--- src/design/adc_rb_pkg.sv ---
/*
 * Constants shared by the serial readback block: command codes, register
 * addresses, restart masks, register reset values and sequencer states.
 * Assumes an 18-entry byte-wide configuration register file.
 */
package adc_rb_pkg;

	localparam int          REG_COUNT    = 18;
	localparam int          ADDR_W       = 5;
	localparam int          SYNC_STAGES  = 3;
	localparam int          RES_BYTES    = 3;

	// Command first-byte decoding
	localparam logic [7:0]  CMD_RDATA    = 8'h12;
	localparam logic [7:0]  CMD_RDATA_M  = 8'hfe;
	localparam logic [2:0]  OP_REG_READ_CMD      = 3'h1;
	localparam logic [2:0]  OP_REG_WRITE_CMD      = 3'h2;

	// Registers whose writes can restart a conversion
	localparam logic [4:0]  A_INPMUX     = 5'h02;
	localparam logic [4:0]  A_PGA        = 5'h03;
	localparam logic [4:0]  A_DATARATE   = 5'h04;
	localparam logic [4:0]  A_REF        = 5'h05;
	localparam logic [4:0]  A_IDACMAG    = 5'h06;
	localparam logic [4:0]  A_IDACMUX    = 5'h07;
	localparam logic [4:0]  A_SYS        = 5'h09;
	localparam logic [7:0]  M_FULL       = 8'hff;
	localparam logic [7:0]  M_REF        = 8'h3f;
	localparam logic [7:0]  M_IDACMAG    = 8'h0f;
	localparam logic [7:0]  M_SYS        = 8'he0;
	localparam logic [7:0]  M_NONE       = 8'h00;

	// Readback framing enables in the system register
	localparam int          SYS_STAT_BIT = 0;
	localparam int          SYS_CRC_BIT  = 1;

	// Identification value is arbitrary
	localparam logic [7:0]  ID_VALUE     = 8'h00;

	localparam logic [7:0]  REG_RST [REG_COUNT] = '{
		ID_VALUE, 8'h80, 8'h01, 8'h00, 8'h14, 8'h10, 8'h00, 8'hff, 8'h00,
		8'h10, 8'h00, 8'h00, 8'h00, 8'h00, 8'h00, 8'h40, 8'h00, 8'h00};

	typedef enum logic [2:0] {
		C_IDLE    = 3'b000,
		C_RR_CNT  = 3'b001,
		C_WR_CNT  = 3'b010,
		C_WR_DATA = 3'b011,
		C_BLOCK   = 3'b100
	} cmd_state_t;

	typedef enum logic [1:0] {
		SRC_DIRECT = 2'b00,
		SRC_HOLD   = 2'b01,
		SRC_REG    = 2'b10
	} out_src_t;

endpackage : adc_rb_pkg

--- src/design/wr_check_if.sv ---
/*
 * Carrier between the sequencer and the restart comparator.
 * Assumes both ends sit in the same clock domain.
 */
interface wr_check_if;
	logic [4:0] addr;
	logic [7:0] new_val;
	logic [7:0] old_val;
	logic       changed;

	modport src (output addr, output new_val, output old_val, input changed);
	modport chk (input addr, input new_val, input old_val, output changed);
endinterface : wr_check_if

--- src/design/pin_sync.sv ---
/*
 * Three-stage synchroniser for asynchronous pins, with filtered level and
 * edge pulses. Assumes pins are slow against i_clk.
 */
module pin_sync
	import adc_rb_pkg::*;
#(
	parameter int W = 3
) (
	input  wire logic         i_clk,
	input  wire logic         i_rst_n,
	input  wire logic [W-1:0] i_pin,
	output logic      [W-1:0] o_lvl,
	output logic      [W-1:0] o_rise,
	output logic      [W-1:0] o_fall
);

	genvar g;
	generate
		for (g = 0; g < W; g++) begin : g_bit
			logic [SYNC_STAGES-1:0] st_r;
			logic                   lvl_r;
			always_ff @(posedge i_clk) begin
				if (!i_rst_n) begin
					st_r  <= '0;
					lvl_r <= 1'b0;
				end else begin
					st_r <= {st_r[SYNC_STAGES-2:0], i_pin[g]};
					// Only the two later stages vote
					if (st_r[1] == st_r[2])
						lvl_r <= st_r[2];
				end
			end
			assign o_lvl[g]  = lvl_r;
			assign o_rise[g] = st_r[1] & st_r[2] & ~lvl_r;
			assign o_fall[g] = ~st_r[1] & ~st_r[2] & lvl_r;
		end
	endgenerate

endmodule : pin_sync

--- src/design/restart_check.sv ---
/*
 * Compares a written byte with the stored one over the bits that restart a
 * conversion. Assumes addr/new/old are stable in the write cycle.
 */
module restart_check
	import adc_rb_pkg::*;
(
	wr_check_if.chk w
);

	logic [7:0] mask;

	always_comb begin
		if (w.addr == A_INPMUX || w.addr == A_PGA || w.addr == A_DATARATE)
			mask = M_FULL;
		else if (w.addr == A_REF)
			mask = M_REF;
		else if (w.addr == A_IDACMAG)
			mask = M_IDACMAG;
		else if (w.addr == A_IDACMUX)
			mask = M_FULL;
		else if (w.addr == A_SYS)
			mask = M_SYS;
		else
			mask = M_NONE;
	end

	assign w.changed = |((w.new_val ^ w.old_val) & mask);

endmodule : restart_check

--- src/design/adc_serial_readback.sv ---
/*
 * Serial readback and command front end of a delta-sigma converter:
 * direct and command readback, register access, write-driven restarts and
 * the data-ready pins. Assumes a conversion core that supplies results and
 * honours the restart pulse; chip select, serial clock and data in arrive
 * asynchronously and are slow against i_clk.
 */
// Contract
// - Writing channel, gain or data-rate register restarts a running conversion.
// - Restart also on reference bits 5:0, current-1 bits 3:0, current-2 any bit.
// - System register bits 7:5 restart; its other bits never do.
// - After restart, drop the old result; ready only after new conversion.
// - Restart only if value changed and a conversion is running.
// - In standby apply writes without converting; start awaits pin or command.
// - Each result loads output register and holding register; commands read holding.
// - Direct readback decodes data-in bytes as commands; host holds data-in low.
// - Dedicated ready pin returns high on first falling serial-clock edge.
// - Read-data command shifts holding register MSB first from next rising edge.
// - Field is optional status, three result bytes, optional check byte.
// - One read-data command per readback; others ignored until done or deselect.
// - Continued clocking repeats the whole byte sequence.
// - Commands are accepted only on 8-bit byte boundaries.
// - Register or data read mid-readback aborts it; new data from next rise.
// - Write during readback keeps data; restart after each written data byte.
// - Output buffer is cyclic; first byte reappears with fourth input byte.
// - Deselected, combined pin floats; dedicated ready pin stays driven.
// - On select, combined pin shows low for unread data, else high.
// - Register read is 001 plus address, then 000 plus count minus one.
// - Register write is 010 plus address, count byte, then data MSB first.
// - Results are not loaded into output register during register access.
module adc_serial_readback
	import adc_rb_pkg::*;
(
	input  wire logic        i_clk,
	input  wire logic        i_rst_n,
	input  wire logic        i_cs_n,
	input  wire logic        i_sclk,
	input  wire logic        i_din,
	input  wire logic        i_converting,
	input  wire logic        i_conv_done,
	input  wire logic [23:0] i_conv_result,
	input  wire logic [7:0]  i_conv_status,
	input  wire logic [7:0]  i_conv_crc,
	output logic             o_serial_out_with_ready,
	output logic             o_serial_out_oe,
	output logic             o_result_ready_n,
	output logic             o_filter_restart,
	output logic             o_other_cmd_valid,
	output logic [7:0]       o_other_cmd,
	output logic             o_cfg_wr,
	output logic [4:0]       o_cfg_addr,
	output logic [7:0]       o_cfg_data
);

	////////////////////////////////////////////////////////////////////////
	// Pin synchronisation

	logic [2:0] lvl;
	logic [2:0] rise;
	logic [2:0] fall;

	// Select is inverted so a cleared synchroniser matches an idle bus
	pin_sync #(.W(3)) u_sync (
		.i_clk   (i_clk),
		.i_rst_n (i_rst_n),
		.i_pin   ({i_din, i_sclk, ~i_cs_n}),
		.o_lvl   (lvl),
		.o_rise  (rise),
		.o_fall  (fall)
	);

	logic sel;
	logic sck_rise;
	logic sck_fall;
	logic din;

	assign sel      = lvl[0];
	assign sck_rise = rise[1] & sel;
	assign sck_fall = fall[1] & sel;
	assign din      = lvl[2];

	////////////////////////////////////////////////////////////////////////
	// State

	cmd_state_t mode_r;
	out_src_t   src_r;
	logic [6:0] rx_r;
	logic [2:0] rbit_r;
	logic [2:0] tbit_r;
	logic [7:0] tx_r;
	logic       tx_last_r;
	logic [2:0] bidx_r;
	logic [4:0] addr_r;
	logic [4:0] cnt_r;
	logic       started_r;
	logic       result_ready_n_n_r;
	logic       pin_r;
	logic       restart_r;
	logic [23:0] dir_res_r;
	logic [7:0]  dir_st_r;
	logic [7:0]  dir_crc_r;
	logic [23:0] hold_res_r;
	logic [7:0]  hold_st_r;
	logic [7:0]  hold_crc_r;
	logic [7:0]  regs_r [REG_COUNT];

	////////////////////////////////////////////////////////////////////////
	// Byte assembly and field framing

	logic       byte_done;
	logic [7:0] byte_in;
	logic       st_en;
	logic       crc_en;
	logic [2:0] field_len;
	logic [2:0] bidx_nxt;
	logic       addr_ok;
	logic       reg_busy;

	// Commands complete only on whole bytes
	assign byte_done = sck_fall && rbit_r == 3'h7;
	assign byte_in   = {rx_r, din};
	assign st_en     = regs_r[A_SYS][SYS_STAT_BIT];
	assign crc_en    = regs_r[A_SYS][SYS_CRC_BIT];
	assign field_len = 3'(RES_BYTES) + {2'h0, st_en} + {2'h0, crc_en};
	assign bidx_nxt  = (bidx_r == field_len - 3'h1) ? 3'h0 : bidx_r + 3'h1;
	assign addr_ok   = addr_r < 5'(REG_COUNT);
	assign reg_busy  = mode_r == C_RR_CNT || mode_r == C_WR_CNT
		|| mode_r == C_WR_DATA || src_r == SRC_REG;

	function automatic logic [7:0] pick(
		input logic [7:0]  st,
		input logic [23:0] res,
		input logic [7:0]  crc,
		input logic [2:0]  idx,
		input logic        s_en
	);
		logic [2:0] k;
		k = s_en ? idx : idx + 3'h1;
		case (k)
			3'h0:    pick = st;
			3'h1:    pick = res[23:16];
			3'h2:    pick = res[15:8];
			3'h3:    pick = res[7:0];
			default: pick = crc;
		endcase
	endfunction : pick

	always_ff @(posedge i_clk) begin
		if (!i_rst_n || !sel) begin
			rx_r   <= '0;
			rbit_r <= '0;
		end else if (sck_fall) begin
			rx_r   <= byte_in[6:0];
			rbit_r <= rbit_r + 3'h1;
		end
	end

	////////////////////////////////////////////////////////////////////////
	// Restart comparison

	wr_check_if wc ();
	assign wc.addr    = addr_r;
	assign wc.new_val = byte_in;
	assign wc.old_val = addr_ok ? regs_r[addr_r] : 8'h00;

	restart_check u_chk (
		.w (wc.chk)
	);

	logic wr_byte;
	logic do_restart;

	assign wr_byte    = byte_done && mode_r == C_WR_DATA && addr_ok;
	// Standby writes only store the value
	assign do_restart = wr_byte && wc.changed && i_converting;

	always_ff @(posedge i_clk) begin
		if (!i_rst_n) begin
			restart_r  <= 1'b0;
			o_cfg_wr   <= 1'b0;
			o_cfg_addr <= '0;
			o_cfg_data <= '0;
		end else begin
			restart_r  <= do_restart;
			o_cfg_wr   <= wr_byte;
			o_cfg_addr <= addr_r;
			o_cfg_data <= byte_in;
		end
	end

	always_ff @(posedge i_clk) begin
		if (!i_rst_n) begin
			regs_r <= REG_RST;
		end else if (wr_byte) begin
			regs_r[addr_r] <= byte_in;
		end
	end

	////////////////////////////////////////////////////////////////////////
	// Command decode and output sequencing

	always_ff @(posedge i_clk) begin
		if (!i_rst_n || !sel) begin
			mode_r            <= C_IDLE;
			src_r             <= SRC_DIRECT;
			tbit_r            <= '0;
			tx_r              <= '0;
			tx_last_r         <= 1'b0;
			bidx_r            <= '0;
			addr_r            <= '0;
			cnt_r             <= '0;
			o_other_cmd_valid <= 1'b0;
			o_other_cmd       <= '0;
		end else begin
			o_other_cmd_valid <= 1'b0;
			if (sck_rise) begin
				tbit_r <= tbit_r + 3'h1;
				if (tbit_r == 3'h0) begin
					case (src_r)
						SRC_DIRECT: begin
							tx_r      <= pick(dir_st_r, dir_res_r, dir_crc_r, bidx_r, st_en);
							tx_last_r <= bidx_nxt == 3'h0;
							bidx_r    <= bidx_nxt;
						end
						SRC_HOLD: begin
							tx_r      <= pick(hold_st_r, hold_res_r, hold_crc_r, bidx_r, st_en);
							tx_last_r <= bidx_nxt == 3'h0;
							bidx_r    <= bidx_nxt;
						end
						default: begin
							tx_r      <= addr_ok ? regs_r[addr_r] : 8'h00;
							tx_last_r <= cnt_r == 5'h0;
							addr_r    <= addr_r + 5'h1;
							cnt_r     <= cnt_r - 5'h1;
						end
					endcase
				end else begin
					tx_r <= {tx_r[6:0], 1'b0};
				end
			end else if (byte_done) begin
				case (mode_r)
					C_IDLE: begin
						// Direct readback is full duplex
						if ((byte_in & CMD_RDATA_M) == CMD_RDATA) begin
							src_r  <= SRC_HOLD;
							bidx_r <= '0;
							mode_r <= C_BLOCK;
						end else if (byte_in[7:5] == OP_REG_READ_CMD) begin
							addr_r <= byte_in[4:0];
							mode_r <= C_RR_CNT;
						end else if (byte_in[7:5] == OP_REG_WRITE_CMD) begin
							addr_r <= byte_in[4:0];
							mode_r <= C_WR_CNT;
						end else if (byte_in != 8'h00) begin
							o_other_cmd_valid <= 1'b1;
							o_other_cmd       <= byte_in;
						end
					end
					C_RR_CNT: begin
						cnt_r  <= byte_in[4:0];
						src_r  <= SRC_REG;
						mode_r <= C_BLOCK;
					end
					C_WR_CNT: begin
						cnt_r  <= byte_in[4:0];
						mode_r <= C_WR_DATA;
					end
					C_WR_DATA: begin
						// Output source untouched, readback continues
						addr_r <= addr_r + 5'h1;
						cnt_r  <= cnt_r - 5'h1;
						if (cnt_r == 5'h0)
							mode_r <= C_IDLE;
					end
					default: begin
						// Other commands ignored until the field is out
						if (tx_last_r)
							mode_r <= C_IDLE;
					end
				endcase
			end
		end
	end

	////////////////////////////////////////////////////////////////////////
	// Result capture

	always_ff @(posedge i_clk) begin
		if (!i_rst_n) begin
			hold_res_r <= '0;
			hold_st_r  <= '0;
			hold_crc_r <= '0;
		end else if (i_conv_done) begin
			hold_res_r <= i_conv_result;
			hold_st_r  <= i_conv_status;
			hold_crc_r <= i_conv_crc;
		end
	end

	// Late reads lose the old result
	always_ff @(posedge i_clk) begin
		if (!i_rst_n) begin
			dir_res_r <= '0;
			dir_st_r  <= '0;
			dir_crc_r <= '0;
		end else if (i_conv_done && !reg_busy) begin
			dir_res_r <= i_conv_result;
			dir_st_r  <= i_conv_status;
			dir_crc_r <= i_conv_crc;
		end
	end

	////////////////////////////////////////////////////////////////////////
	// Data-ready pins

	always_ff @(posedge i_clk) begin
		if (!i_rst_n) begin
			result_ready_n_n_r <= 1'b1;
		end else if (i_conv_done) begin
			// A new result beats a same-cycle clear
			result_ready_n_n_r <= 1'b0;
		end else if (do_restart) begin
			result_ready_n_n_r <= 1'b1;
		end else if (sck_fall) begin
			result_ready_n_n_r <= 1'b1;
		end
	end

	always_ff @(posedge i_clk) begin
		if (!i_rst_n || !sel) begin
			started_r <= 1'b0;
		end else if (sck_rise) begin
			started_r <= 1'b1;
		end else if (i_conv_done && mode_r == C_IDLE && tbit_r == 3'h0
			&& src_r == SRC_DIRECT) begin
			// Tied-low select: combined pin shows ready again
			started_r <= 1'b0;
		end
	end

	// Shift data keeps its last bit so a polling host can park it high
	always_ff @(posedge i_clk) begin
		if (!i_rst_n) begin
			pin_r <= 1'b1;
		end else begin
			pin_r <= started_r ? tx_r[7] : result_ready_n_n_r;
		end
	end

	assign o_serial_out_with_ready = pin_r;
	assign o_serial_out_oe         = sel;
	assign o_result_ready_n        = result_ready_n_n_r;
	assign o_filter_restart        = restart_r;

endmodule : adc_serial_readback

--- config.mk ---
export PLATFORM = sky130hd
export DESIGN_NAME = adc_serial_readback
export DESIGN_NICKNAME = d
export VERILOG_FILES = /design/src/design/adc_rb_pkg.sv /design/src/design/wr_check_if.sv /design/src/design/pin_sync.sv /design/src/design/restart_check.sv /design/src/design/adc_serial_readback.sv
export SDC_FILE = /design/constraint.sdc
export NUM_CORES = 1
export LEC_CHECK = 0
export ABC_CLOCK_PERIOD_IN_PS = 3100
export BUFFER_PORTS_ARGS = -buffer_cell sky130_fd_sc_hd__clkbuf_2
export CAP_MARGIN = 20
export CORE_MARGIN = 8
export CORE_UTILIZATION = 60
export DETAILED_ROUTE_END_ITERATION = 7
export PLACE_DENSITY = 0.9
export SYNTH_ARGS = -nofsm -noshare
export SYNTH_HDL_FRONTEND = slang
export SYNTH_HIERARCHICAL = 1
export SYNTH_SLANG_ARGS = --single-unit
--- constraint.sdc ---
create_clock -name i_clk -period 3.1 [get_ports i_clk]
set_input_delay 0.155 -clock i_clk [delete_from_list [all_inputs] [get_ports i_clk]]
set_output_delay 0.155 -clock i_clk [all_outputs]
set_load 0.02 [all_outputs]
==> reports/summary.txt <==
status - completed
Post-Syn Instances - 1,653
Buf+Inv Stages, Crit Path - 1
syn nets - 1,716
CP max-delay cell - dfxtp_1
top fanout value on the critical path - 11
hpwl dp - 26,500 um
Core Box Area - 0.0240 mm^2
Clock Path Buffers - 3
worst hold path class - input pin to register
clock root buffer - clkbuf_16
CP Capture Type - register
type of origin of the critical path - register
Initial Utilization - 60.4%
first-pass iteration count of the detailed router - 6
Cell Pwr Density - 484 mW/mm^2
CTS Buf Count - 31
Via density - 6.41
ANT cells - 0
Detailed Route WL - 42,100 um
final hold vios - 0
mean post-synth cell area - 8.79 um^2
gpl congestion - 0.953
initial DRC count - 2,009
total global routing overflow - 0
postcts setup bufs - 0
worst vdd ir - 0.342 mV
family with the most delay on the worst path - compound AO/OA/AOI/OAI gates
global-route wire length before repair - 67,800 um
Resized cells post-CTS - 0
Detail Route Antenna Nets - 0
critical path, cell by cell - buf_4 -> mux4_2 -> a211oi_1 -> a21oi_1 -> xnor2_1 -> nand4_1 -> o211ai_1 -> o311ai_1 -> and3_1
Max Slew Vio Count - 0
clk_lat worst skew - 550 ps
die footprint - 0.0294 mm^2
final clock skew - 10.9 ps
htree depth - 1
DRC - 0
Final Cycle Share - 87.9%
Yosys warnings - 6
pin count of the biggest net entering global routing - 149
Routed WL per cell - 20.5 um
Max-Slew Margin vs Limit - 25.1%
Setup-failing EPs final - 0
MaxCap Viol Count - 0
vias in the first global route - 12,900
clk sinks - 303
width of the die - 172 um
Final nets - 1,773
Data arrival, critical path - 3160 ps
Setup TNS - 0 ps
initial antenna violation count - 0
clock-pin slew on the worst setup and hold paths - 60 ps
Achievable Freq - 367 MHz
share of layout cells above drive strength 1 - 12.9%
Syn Std Cell Area - 0.0145 mm^2
DR vias - 13,200
TritonCTS clock tree - yes
GR Util All Layers - 28.4%
Rows - 57
Leak Pwr - 5.99 nW
Die Y-Extent - 172 um
CP Class - register to register
Worst EP required - 3540 ps
RSZ-0062 raised after global routing - false
Worst-Margin Slew - 1120 ps
port bufs - 73
final core utilization - 68.8%
final worst path period need - 2720 ps
I/O pin count - 74
area delta synth->final - 13.8%
CP max stage delay - 600 ps
==> state kept, by name, summed over array words and instances, names as in the netlist, 9 cells and up <==
| register | count |
|---|---|
| dir_res_r | 24 |
| hold_res_r | 24 |
| u_sync/g_bit.st_r | 9 |
| regs_r | 143 |
==> power breakdown <==
part           total (mW)  internal (mW)  switching [mW]
Sequential           4.02           3.96          0.0570
Clock                3.62           2.08            1.54
Combinational       0.365          0.180           0.185
==> final cells by class <==
type / instances / area [um^2]
Inverter: 19 / 71.3
Clock inverter: 11 / 118
Tap cell: 324 / 405
Clock buffer: 44 / 855
Multi-Input combinational cell: 1192 / 7820
Timing Repair Buffer: 163 / 1180
Sequential cell: 303 / 6070
Fill cell: 1711 / 7510
==> path summary, 6_finish.rpt <==
path,depth (start not counted),slack (ps),start,endpoint
worst max-delay path,9,380,addr_r[0],o_filter_restart
worst min-delay path,2,120,i_rst_n,regs_r[129]
worst max register to register,9,380,addr_r[0],o_filter_restart
worst min register to register,1,430,u_sync/g_bit[0].st_r[0],u_sync/g_bit[0].st_r[1]
==> routing by layer <==
| layer | up-vias | part of all wire [%] | track usage, % |
|---|---|---|---|
| met3 | 195 | 11 | 5.21 |
| met5 | - | 0 | 0 |
| met2 | 823 | 45 | 44.4 |
| met4 | 0 | 4.7 | 14.1 |
| li1 | 5902 | - | - |
| met1 | 6257 | 39 | 37.2 |
==> cell usage in the layout (no fill, tap or decap), types with 14 or more instances in the layout <==
cell type / n
a21boi_0: 113
a21boi_1: 40
a21oi_1: 38
a221oi_1: 19
a22oi_1: 20
and2_1: 21
buf_4: 43
clkbuf_16: 31
clkbuf_2: 72
dfxtp_1: 302
dlygate4sd3_1: 45
ha_1: 16
inv_1: 19
mux2_2: 22
mux2i_1: 139
nand2_1: 274
nand3_1: 157
nor2_1: 60
nor2b_1: 69
nor3_1: 18
o21ai_0: 29
o22ai_1: 14
==> stage by stage <==
step                      total power, mW  instances  hold WS, ps  cell area, um^2  setup WS, ps
final                                8.00       2056          121            16500           375
after global routing                 8.22       2056          146            16500           227
after CTS                            7.99       2055         74.9            16500           419
after detailed placement             4.40       1955          383            15100           461
after global placement               4.39       1955          377            15100           460
after floorplan                      4.29       1653          283            14500           614
==> repair_timing <==
item / 4_1_cts / 5_1_grt
hold buffers: 45 / 0
hold endpoints to repair: 85 / 0
endpoints found under the setup margin: 0 / 0
Power figures use the tool's default switching activity.
